File: src/logic/frt_ctrl_defs.vh
/*
  Constants of the free-running timer control block: register byte offsets,
  field positions, reset values and prescaler terminal counts.
  Assumes inclusion by bare name from the design files under logic/.
*/
`ifndef FRT_CTRL_DEFS_VH
`define FRT_CTRL_DEFS_VH

// ----------------------------------------------------------------------
// Register byte offsets
// ----------------------------------------------------------------------
`define OFS_TIMER_CONTROL    8'h00
`define OFS_OUT_CMP_CONTROL  8'h04
`define OFS_MODULE_STOP      8'h08
`define OFS_FREE_COUNTER     8'h0c
`define OFS_COMPARE_SLOT     8'h10
`define OFS_SHARED_SLOT_A    8'h14
`define OFS_SHARED_SLOT_B    8'h18
`define OFS_SHARED_SLOT_C    8'h1c
`define OFS_CAPTURE_D        8'h20

// ----------------------------------------------------------------------
// Timer control fields
// ----------------------------------------------------------------------
`define TC_EDGE_A     7
`define TC_EDGE_B     6
`define TC_EDGE_C     5
`define TC_EDGE_D     4
`define TC_BUF_A      3
`define TC_BUF_B      2
`define TC_CLK_HI     1
`define TC_CLK_LO     0

// ----------------------------------------------------------------------
// Output compare control fields
// ----------------------------------------------------------------------
`define OC_CAP_D_MASK  7
`define OC_CMP_A_ADD   6
`define OC_CAP_SEL     5
`define OC_CMP_SEL     4
`define OC_OUT_EN_A    3
`define OC_OUT_EN_B    2
`define OC_LEVEL_A     1
`define OC_LEVEL_B     0

// ----------------------------------------------------------------------
// Reset values and module stop position
// ----------------------------------------------------------------------
`define RST_TIMER_CONTROL  8'h00
`define RST_OUT_CMP_CTRL   8'h00
`define RST_MODULE_STOP    16'h3fff
`define TIMER_STOP_POS     13

// ----------------------------------------------------------------------
// Clock select codes and prescaler terminal counts
// ----------------------------------------------------------------------
`define CLK_DIV2      2'b00
`define CLK_DIV8      2'b01
`define CLK_DIV32     2'b10
`define CLK_EXT       2'b11
`define PRE_END_DIV2  5'h01
`define PRE_END_DIV8  5'h07
`define PRE_END_DIV32 5'h1f
`define PRE_MASK_DIV2 5'h01
`define PRE_MASK_DIV8 5'h07

`endif

File: src/logic/free_running_timer.v
/*
  Free-running timer control: counter clock selection, capture edge and
  buffer control, compare outputs with level modes and an addend mode on output A, shared
  register addressing and module stop, reached over an AHB-Lite slave.
  Assumes one master issuing single word transfers and pins asynchronous
  to hclk. Flags and interrupts are outside this block.
*/

`timescale 1ns/100ps
`default_nettype none

`include "frt_ctrl_defs.vh"

module free_running_timer (
  // Clock and reset
  input  wire        hclk,
  input  wire        hresetn,
  input  wire        hw_standby,
  // AHB-Lite slave
  input  wire        hsel,
  input  wire [31:0] haddr,
  input  wire [1:0]  htrans,
  input  wire        hwrite,
  input  wire [2:0]  hsize,
  input  wire        hready,
  input  wire [31:0] hwdata,
  output reg  [31:0] hrdata,
  output reg         hreadyout,
  output reg         hresp,
  // Pins
  input  wire        ext_count_clk_in,
  input  wire        capture_in_a,
  input  wire        capture_in_b,
  input  wire        capture_in_c,
  input  wire        capture_in_d,
  output reg         compare_out_a,
  output reg         compare_out_a_oe_n,
  output reg         compare_out_b,
  output reg         compare_out_b_oe_n,
  // Status
  output reg         timer_stopped
);

  // ----------------------------------------------------------------------
  // Registers
  // ----------------------------------------------------------------------
  reg  [7:0]  timer_control;
  reg  [7:0]  output_compare_control;
  reg  [15:0] module_stop_control;
  reg  [15:0] free_counter;
  reg  [15:0] compare_reg_a;
  reg  [15:0] compare_reg_b;
  reg  [15:0] capture_reg_a;
  reg  [15:0] capture_reg_b;
  reg  [15:0] capture_reg_c;
  reg  [15:0] capture_reg_d;
  reg  [15:0] rise_addend_reg;
  reg  [15:0] fall_addend_reg;
  reg  [15:0] capture_mask_reg;
  reg  [4:0]  prescale;
  reg         mask_active;
  reg         addend_phase;
  reg         wr_pending;
  reg  [7:0]  wr_addr;

  wire        edge_sel_chan_a   = timer_control[`TC_EDGE_A];
  wire        edge_sel_chan_b   = timer_control[`TC_EDGE_B];
  wire        edge_sel_chan_c   = timer_control[`TC_EDGE_C];
  wire        edge_sel_chan_d   = timer_control[`TC_EDGE_D];
  wire        buffer_en_a       = timer_control[`TC_BUF_A];
  wire        buffer_en_b       = timer_control[`TC_BUF_B];
  wire [1:0]  clk_sel           = {timer_control[`TC_CLK_HI], timer_control[`TC_CLK_LO]};
  wire        cap_d_mask_mode   = output_compare_control[`OC_CAP_D_MASK];
  wire        cmp_a_addend_mode = output_compare_control[`OC_CMP_A_ADD];
  wire        capture_access_sel = output_compare_control[`OC_CAP_SEL];
  wire        compare_access_sel = output_compare_control[`OC_CMP_SEL];
  wire        timer_stop_bit    = module_stop_control[`TIMER_STOP_POS];

  // ----------------------------------------------------------------------
  // Pin synchronisation
  // ----------------------------------------------------------------------
  wire [4:0] pin_rise;
  wire [4:0] pin_fall;

  pin_edge_sync #(
    .WIDTH (5)
  ) u_pin_sync (
    .clk   (hclk),
    .rst_n (hresetn),
    .pin   ({ext_count_clk_in, capture_in_d, capture_in_c, capture_in_b, capture_in_a}),
    .rise  (pin_rise),
    .fall  (pin_fall)
  );

  // Pulses shorter than 1.5 hclk periods may be missed by the synchroniser.
  wire ext_rise = pin_rise[4];
  wire cap_a_ev = edge_sel_chan_a ? pin_rise[0] : pin_fall[0];
  wire cap_b_ev = edge_sel_chan_b ? pin_rise[1] : pin_fall[1];
  wire cap_c_ev = edge_sel_chan_c ? pin_rise[2] : pin_fall[2];
  wire cap_d_ev = edge_sel_chan_d ? pin_rise[3] : pin_fall[3];

  // ----------------------------------------------------------------------
  // Counter clock selection
  // ----------------------------------------------------------------------
  reg count_tick;

  always @*
  begin
    count_tick = 1'b0;
    case (clk_sel)
      `CLK_DIV2:  count_tick = (prescale & `PRE_MASK_DIV2) == `PRE_END_DIV2;
      `CLK_DIV8:  count_tick = (prescale & `PRE_MASK_DIV8) == `PRE_END_DIV8;
      `CLK_DIV32: count_tick = prescale == `PRE_END_DIV32;
      `CLK_EXT:   count_tick = ext_rise;
      default:    count_tick = 1'b0;
    endcase
  end

  wire running = ~timer_stop_bit;
  wire tick    = running & count_tick;

  // Match is taken in the last cycle of a count value, just before it moves on.
  wire match_a = tick & (free_counter == compare_reg_a);
  wire match_b = tick & (free_counter == compare_reg_b);

  // ----------------------------------------------------------------------
  // Capture mask window for channel D
  // ----------------------------------------------------------------------
  wire [15:0] mask_end    = capture_reg_d + {capture_mask_reg[14:0], 1'b0};
  wire        mask_usable = cap_d_mask_mode & (capture_mask_reg != 16'h0000);
  wire        cap_d_take  = running & cap_d_ev & ~(mask_usable & mask_active);

  // ----------------------------------------------------------------------
  // AHB-Lite slave
  // ----------------------------------------------------------------------
  wire        addr_phase = hsel & htrans[1] & hready;
  wire        do_write   = wr_pending;
  wire [15:0] wdata      = hwdata[15:0];

  wire wr_tc   = do_write & (wr_addr == `OFS_TIMER_CONTROL);
  wire wr_oc   = do_write & (wr_addr == `OFS_OUT_CMP_CONTROL);
  wire wr_ms   = do_write & (wr_addr == `OFS_MODULE_STOP);
  wire wr_frc  = do_write & (wr_addr == `OFS_FREE_COUNTER);
  wire wr_cmp  = do_write & (wr_addr == `OFS_COMPARE_SLOT);
  wire wr_sl_a = do_write & (wr_addr == `OFS_SHARED_SLOT_A);
  wire wr_sl_b = do_write & (wr_addr == `OFS_SHARED_SLOT_B);
  wire wr_sl_c = do_write & (wr_addr == `OFS_SHARED_SLOT_C);
  wire wr_cmp_a = wr_cmp & ~compare_access_sel;
  wire wr_cmp_b = wr_cmp & compare_access_sel;

  reg [15:0] next_rdata;

  always @*
  begin
    next_rdata = 16'h0000;
    case (haddr[7:0])
      `OFS_TIMER_CONTROL:   next_rdata = {8'h00, timer_control};
      `OFS_OUT_CMP_CONTROL: next_rdata = {8'h00, output_compare_control};
      `OFS_MODULE_STOP:     next_rdata = module_stop_control;
      `OFS_FREE_COUNTER:    next_rdata = free_counter;
      `OFS_COMPARE_SLOT:    next_rdata = compare_access_sel ? compare_reg_b : compare_reg_a;
      `OFS_SHARED_SLOT_A:   next_rdata = capture_access_sel ? rise_addend_reg : capture_reg_a;
      `OFS_SHARED_SLOT_B:   next_rdata = capture_access_sel ? fall_addend_reg : capture_reg_b;
      `OFS_SHARED_SLOT_C:   next_rdata = capture_access_sel ? capture_mask_reg : capture_reg_c;
      `OFS_CAPTURE_D:       next_rdata = capture_reg_d;
      default:              next_rdata = 16'h0000;
    endcase
  end

  // Zero wait states: read data is registered at the address phase edge.
  always @(posedge hclk or negedge hresetn)
  begin
    if (!hresetn)
    begin
      hrdata     <= 32'h00000000;
      hreadyout  <= 1'b0;
      hresp      <= 1'b0;
      wr_pending <= 1'b0;
      wr_addr    <= 8'h00;
    end
    else
    begin
      hreadyout  <= 1'b1;
      hresp      <= 1'b0;
      wr_pending <= addr_phase & hwrite;
      if (addr_phase)
      begin
        wr_addr <= haddr[7:0];
      end
      if (addr_phase & ~hwrite)
      begin
        hrdata <= {16'h0000, next_rdata};
      end
    end
  end

  // ----------------------------------------------------------------------
  // Control registers
  // ----------------------------------------------------------------------
  always @(posedge hclk or negedge hresetn)
  begin
    if (!hresetn)
    begin
      timer_control          <= `RST_TIMER_CONTROL;
      output_compare_control <= `RST_OUT_CMP_CTRL;
      module_stop_control    <= `RST_MODULE_STOP;
    end
    else if (hw_standby)
    begin
      timer_control          <= `RST_TIMER_CONTROL;
      output_compare_control <= `RST_OUT_CMP_CTRL;
      module_stop_control    <= `RST_MODULE_STOP;
    end
    else
    begin
      if (wr_tc)
      begin
        timer_control <= wdata[7:0];
      end
      if (wr_oc)
      begin
        output_compare_control <= wdata[7:0];
      end
      // The write lands at the end of its data phase, so the stop follows that cycle.
      if (wr_ms)
      begin
        module_stop_control <= wdata;
      end
    end
  end

  // ----------------------------------------------------------------------
  // Prescaler and counter
  // ----------------------------------------------------------------------
  always @(posedge hclk or negedge hresetn)
  begin
    if (!hresetn)
    begin
      prescale     <= 5'h00;
      free_counter <= 16'h0000;
    end
    else if (hw_standby)
    begin
      prescale     <= 5'h00;
      free_counter <= 16'h0000;
    end
    else
    begin
      if (running)
      begin
        prescale <= prescale + 5'h01;
      end
      // A software write beats an increment in the same cycle.
      if (wr_frc)
      begin
        free_counter <= wdata;
      end
      else if (tick)
      begin
        free_counter <= free_counter + 16'h0001;
      end
    end
  end

  // ----------------------------------------------------------------------
  // Capture channels
  // ----------------------------------------------------------------------
  always @(posedge hclk or negedge hresetn)
  begin
    if (!hresetn)
    begin
      capture_reg_a <= 16'h0000;
      capture_reg_b <= 16'h0000;
      capture_reg_c <= 16'h0000;
      capture_reg_d <= 16'h0000;
      mask_active   <= 1'b0;
    end
    else
    begin
      // Captures run whatever the access select says.
      if (running & cap_a_ev)
      begin
        capture_reg_a <= free_counter;
        if (buffer_en_a)
        begin
          capture_reg_c <= capture_reg_a;
        end
      end
      if (running & cap_b_ev)
      begin
        capture_reg_b <= free_counter;
        if (buffer_en_b)
        begin
          capture_reg_d <= capture_reg_b;
        end
      end
      // In buffer mode channel C and D edges no longer load their registers.
      if (running & cap_c_ev & ~buffer_en_a)
      begin
        capture_reg_c <= free_counter;
      end
      if (cap_d_take & ~buffer_en_b)
      begin
        capture_reg_d <= free_counter;
      end
      // The window opens on a channel D capture and closes at counter = end.
      if (~mask_usable)
      begin
        mask_active <= 1'b0;
      end
      else if (cap_d_take)
      begin
        mask_active <= 1'b1;
      end
      else if (tick & (free_counter == mask_end))
      begin
        mask_active <= 1'b0;
      end
    end
  end

  // ----------------------------------------------------------------------
  // Compare registers and outputs
  // ----------------------------------------------------------------------
  always @(posedge hclk or negedge hresetn)
  begin
    if (!hresetn)
    begin
      compare_reg_a      <= 16'hffff;
      compare_reg_b      <= 16'hffff;
      rise_addend_reg    <= 16'hffff;
      fall_addend_reg    <= 16'hffff;
      capture_mask_reg   <= 16'h0000;
      addend_phase       <= 1'b0;
      compare_out_a      <= 1'b0;
      compare_out_b      <= 1'b0;
      compare_out_a_oe_n <= 1'b1;
      compare_out_b_oe_n <= 1'b1;
      timer_stopped      <= 1'b1;
    end
    else
    begin
      compare_out_a_oe_n <= ~output_compare_control[`OC_OUT_EN_A];
      compare_out_b_oe_n <= ~output_compare_control[`OC_OUT_EN_B];
      timer_stopped      <= timer_stop_bit;
      if (wr_sl_a & capture_access_sel)
      begin
        rise_addend_reg <= wdata;
      end
      if (wr_sl_b & capture_access_sel)
      begin
        fall_addend_reg <= wdata;
      end
      if (wr_sl_c & capture_access_sel)
      begin
        capture_mask_reg <= wdata;
      end
      if (wr_cmp_b)
      begin
        compare_reg_b <= wdata;
      end
      // A software write to compare A wins over the automatic reload.
      if (wr_cmp_a)
      begin
        compare_reg_a <= wdata;
        addend_phase  <= 1'b0;
      end
      else if (match_a & cmp_a_addend_mode)
      begin
        compare_reg_a <= compare_reg_a + (addend_phase ? fall_addend_reg : rise_addend_reg);
        addend_phase  <= ~addend_phase;
      end
      if (~cmp_a_addend_mode)
      begin
        addend_phase <= 1'b0;
      end
      // In addend mode the pin goes low after the rise span and high after the fall.
      if (match_a)
      begin
        compare_out_a <= cmp_a_addend_mode ? ~addend_phase
                                           : output_compare_control[`OC_LEVEL_A];
      end
      if (match_b)
      begin
        compare_out_b <= output_compare_control[`OC_LEVEL_B];
      end
    end
  end

endmodule // free_running_timer

`default_nettype wire

File: src/logic/pin_edge_sync.v
/*
  Two-flop synchroniser with edge detection for a group of pin inputs.
  Assumes the pins are asynchronous to clk; edges come out as one-cycle
  registered pulses two to three cycles after the pin changes.
*/
`timescale 1ns/100ps
`default_nettype none

module pin_edge_sync #(
  parameter WIDTH = 5
) (
  // Clock and reset
  input  wire             clk,
  input  wire             rst_n,
  // Pins and edge pulses
  input  wire [WIDTH-1:0] pin,
  output reg  [WIDTH-1:0] rise,
  output reg  [WIDTH-1:0] fall
);

  genvar i;
  generate
    for (i = 0; i < WIDTH; i = i + 1)
    begin : g_bit
      reg meta;
      reg stable;
      reg last;
      // The first flop feeds only the second; edges are taken from later stages.
      always @(posedge clk or negedge rst_n)
      begin
        if (!rst_n)
        begin
          meta    <= 1'b0;
          stable  <= 1'b0;
          last    <= 1'b0;
          rise[i] <= 1'b0;
          fall[i] <= 1'b0;
        end
        else
        begin
          meta    <= pin[i];
          stable  <= meta;
          last    <= stable;
          rise[i] <= stable & ~last;
          fall[i] <= ~stable & last;
        end
      end
    end
  endgenerate

endmodule // pin_edge_sync

`default_nettype wire

File: config.mk
export PLATFORM = sky130hd
export DESIGN_NAME = free_running_timer
export DESIGN_NICKNAME = d
export VERILOG_FILES = /design/src/logic/free_running_timer.v /design/src/logic/pin_edge_sync.v
export VERILOG_INCLUDE_DIRS = /design/src /design/src/logic
export SDC_FILE = /design/constraint.sdc
export NUM_CORES = 1
export LEC_CHECK = 0
export BUFFER_PORTS_ARGS = -buffer_cell sky130_fd_sc_hd__buf_2
export CELL_PAD_IN_SITES_DETAIL_PLACEMENT = 2
export CELL_PAD_IN_SITES_GLOBAL_PLACEMENT = 2
export CORE_MARGIN = 2
export CORE_UTILIZATION = 30
export DETAILED_ROUTE_END_ITERATION = 8
export PLACE_DENSITY_LB_ADDON = 0.1
export REMOVE_ABC_BUFFERS = 1
export SYNTH_ARGS = -nofsm -noshare
export SYNTH_HDL_FRONTEND = slang
export SYNTH_SLANG_ARGS = --single-unit
export TNS_END_PERCENT = 1
File: constraint.sdc
create_clock -name hclk -period 4.8 [get_ports hclk]
set_clock_uncertainty 0.1 [all_clocks]
set_input_delay 0.24 -clock hclk [delete_from_list [all_inputs] [get_ports hclk]]
set_output_delay 0.24 -clock hclk [all_outputs]
set_load 0.02 [all_outputs]
==> key figures <==
Flow run
  – Max_cap viols: 0

Clock tree
  – PostCTS Resize Cnt: 0
  – CTS H-tree lvls: 1
  – CTS sink cnt: 254
  – Num CTS Buffers: 31
  – CTS tree: yes
  – CTS max path bufs: 3
  – Worst-path clk slew: 0.06 ns
  – Clock latency on the worst-skew pair: 0.59 ns
  – # hold bufs at CTS: 30
  – Root Driver: clkbuf_16
  – Post-CTS Setup Inserts: 0

Finish
  – Multi-input gate area: 7050 µm²
  – Commonest non-fill, non-tap cells in the layout: 172 x dfrtp_1, 125 x mux2_2, 116 x nand2_1, 103 x mux2i_1, 87 x nor2_1
  – Reg area: 6460 µm²
  – Final nets: 1483
  – Fraction of layout cells with a size suffix above 1: 0.256
  – # diodes: 0
  – Fill count: 4987
  – Area Overhead vs Synth: 15.9%
  – Finished Layout Cells: 2000
  – Commonest non-fill, non-tap cell in the layout: dfrtp_1

STA
  – Least-Margin Pin Slew: 1.19 ns
  – Max Fclk: 0.276 GHz
  – Setup TNS: 0 ns
  – Min Clock Period, post-route: 3.62 ns
  – Fin. max-slew vios: 0
  – Period utilisation layout: 0.754
  – RSZ-0062 raised after global routing: false
  – Hold Fails Final Rpt: 0
  – Setup violations, final: 0
  – Relative slew slack: 0.209

Synthesis
  – Top_reg_cell synth: dfrtp_1
  – Ys async rst share: 1.00
  – Yosys warns: 0
  – Post-synthesis cell area: 14000 µm²
  – EDFF count, synth: 0
  – Seq/Total Area, Yosys: 0.461
  – Synth Register Bits: 254
  – Gate Count Post-Synth: 1312
  – Syn avg cell area: 10.7 µm²
  – Cell variety after synth: 70

Setup path
  – Worst r2r path cells: 13
  – Bufs and invs on worst path: 2
  – Crit path depth: 13
  – Crit-path leading delay family: compound AO/OA/AOI/OAI gates
  – Crit path capture type: flip-flop
  – Critical Path RT: 5.20 ns
  – Critical Path Start Type: flip-flop
  – Max incr delay on CP: 0.55 ns
  – Critical path arrival: 4.03 ns
  – CP Max Fanout: 12
  – R2R Path Start: addend_phase
  – Most Frequent Cell on Critical Path: a31oi_1
  – Crit path to: compare_reg_a[14]
  – Worst R2R End: compare_reg_a[14]
  – WS Path Type: reg -> reg
  – Setup crit start: addend_phase
  – R2R Setup Slk: 1.18 ns
  – Crit path cell chain: buf_4 > mux2_2 > ha_1 > inv_1 > fa_1 > nor2b_1 > o21ai_1 > a21boi_1 > o31ai_1 > a31oi_1 > a31oi_1 > mux2i_1 > a211o_1
  – Slowest cell on crit path: dfrtp_1

Placed design
  – Hpwl dp: 36800 µm
  – IO Port Bufs: 57
  – Dpl cells: 1912
  – RD Place Congestion: 0.813

Route
  – Detailed-route via count: 10.5k
  – DR DRC count: 0
  – Remaining antenna violation count: 0
  – WL per Instance: 26.2 µm
  – Total wire length: 52300 µm
  – 1st-pass router iterations: 5
  – Via density: 5.26
  – Initial drt markers: 533

Floorplanning
  – Die X: 220 µm
  – Chip height: 220 µm
  – Core Box Area: 46300 µm²
  – Io pins: 119
  – Row count: 79
  – Starting Density: 0.302
  – Die area: 48400 µm²

Power and ir drop
  – Pwr per Cell Area: 320 nW/µm²
  – Peak VDD IR: 0.286 mV
  – Cell leakage power: 7.01 nW

Global route
  – Number of global-route vias before repair: 11.4k
  – GR Util met3: 0.0246
  – Gr usage total: 0.220
  – Grt ovf: 0
  – Grt met1 use: 0.310
  – GR peak layer: met2
  – Initial antenna violation count: 1
  – First-pass GRT wire length: 78400 µm
  – Largest net degree at the start of global routing: 110
  – Met2 usage: 0.364

Min path
  – Tightest Hold Check Type: in -> reg

Status
  – Status: complete, no violations
[layout make-up]
| class | instances | share of cell area |
|---|---|---|
| clock buffer | 48 | 0.0580 |
| clock inverter | 10 | 0.00795 |
| inverter | 14 | 0.00324 |
| multi-input combinational | 953 | 0.435 |
| sequential | 254 | 0.398 |
| tap | 607 | 0.0468 |
| timing repair buffer | 114 | 0.0508 |
[layer usage]
metal	up-vias	wire, µm	part of all wire
met1	5522	25200	0.48
met4	0	931	0.018
li1	4796	-	-
met3	56	1590	0.030
met2	139	24600	0.47
met5	-	0	0
[tightest hold or removal path, cell delays in order]
cell,delay (ns)
buf_2,0.24
nor2_1,0.19
a31oi_1,0.06
[through the flow]
stage,setup WS (ns),hold WS (ns),total power (W),utilization,area [µm²]
final,1.18,0.0523,0.00518,0.351,16200
after global routing,0.888,0.0685,0.00537,0.351,16200
after CTS,1.06,0.0131,0.00525,0.351,16200
after detailed placement,1.10,0.238,0.00271,0.321,14800
after global placement,1.17,0.235,0.00270,0.321,14800
after floorplan,1.34,-0.156,0.00251,-,13500
[synthesized netlist by cell type, types with 14 or more instances]
cell	instances	share of area
inv_1	14	0.0038
xor2_1	48	0.030
buf_2	22	0.0079
nand2_1	116	0.031
dfrtp_1	173	0.31
a31oi_1	16	0.0072
nor2_1	89	0.024
mux2i_1	103	0.074
a211oi_1	19	0.010
a21oi_1	46	0.016
and3_1	17	0.0076
nor2b_1	28	0.013
ha_1	33	0.030
a221oi_1	19	0.012
dfstp_2	81	0.15
nor4_1	15	0.0067
mux2_2	125	0.10
nand3_1	19	0.0068
clkbuf_1	52	0.014
a211o_1	17	0.011
buf_4	17	0.0091
o21ai_0	49	0.018
a22oi_1	17	0.0091
xnor2_1	35	0.022
o22ai_1	18	0.0080
[cell families (layout without fill, tap and decap cells)]
family / Yosys count / after routing / synth area share
adder cells (fa/ha/maj): 35 / 35 / 0.0324
AND/OR/NAND/NOR: 340 / 340 / 0.117
XOR/XNOR: 83 / 83 / 0.0519
buffers and inverters: 121 / 186 / 0.0402
other: 2 / 18 / 0.000537
AO/OA/AOI/OAI: 248 / 248 / 0.120
multiplexers: 229 / 229 / 0.176
flip-flops: 254 / 254 / 0.461
[how the worst min path moves through the flow]
stage | to | slack, ns | cells after the start | start
final | compare_reg_a[5] | 0.05 | 3 | hwdata[5]
after global routing | compare_reg_a[5] | 0.07 | 3 | hwdata[5]
after CTS | compare_reg_a[5] | 0.01 | 3 | hwdata[5]
after detailed placement | u_pin_sync.g_bit[0].stable | 0.24 | 0 | u_pin_sync.g_bit[0].meta
after global placement | u_pin_sync.g_bit[4].stable | 0.23 | 0 | u_pin_sync.g_bit[4].meta
after floorplan | addend_phase | -0.16 | 0 | hresetn
[power breakdown]
part,switching [W],internal [W]
registers,0.0000698,0.00222
clock network,0.000994,0.00150
logic,0.000246,0.000155
No activity file was read; power rests on OpenSTA's default activity.
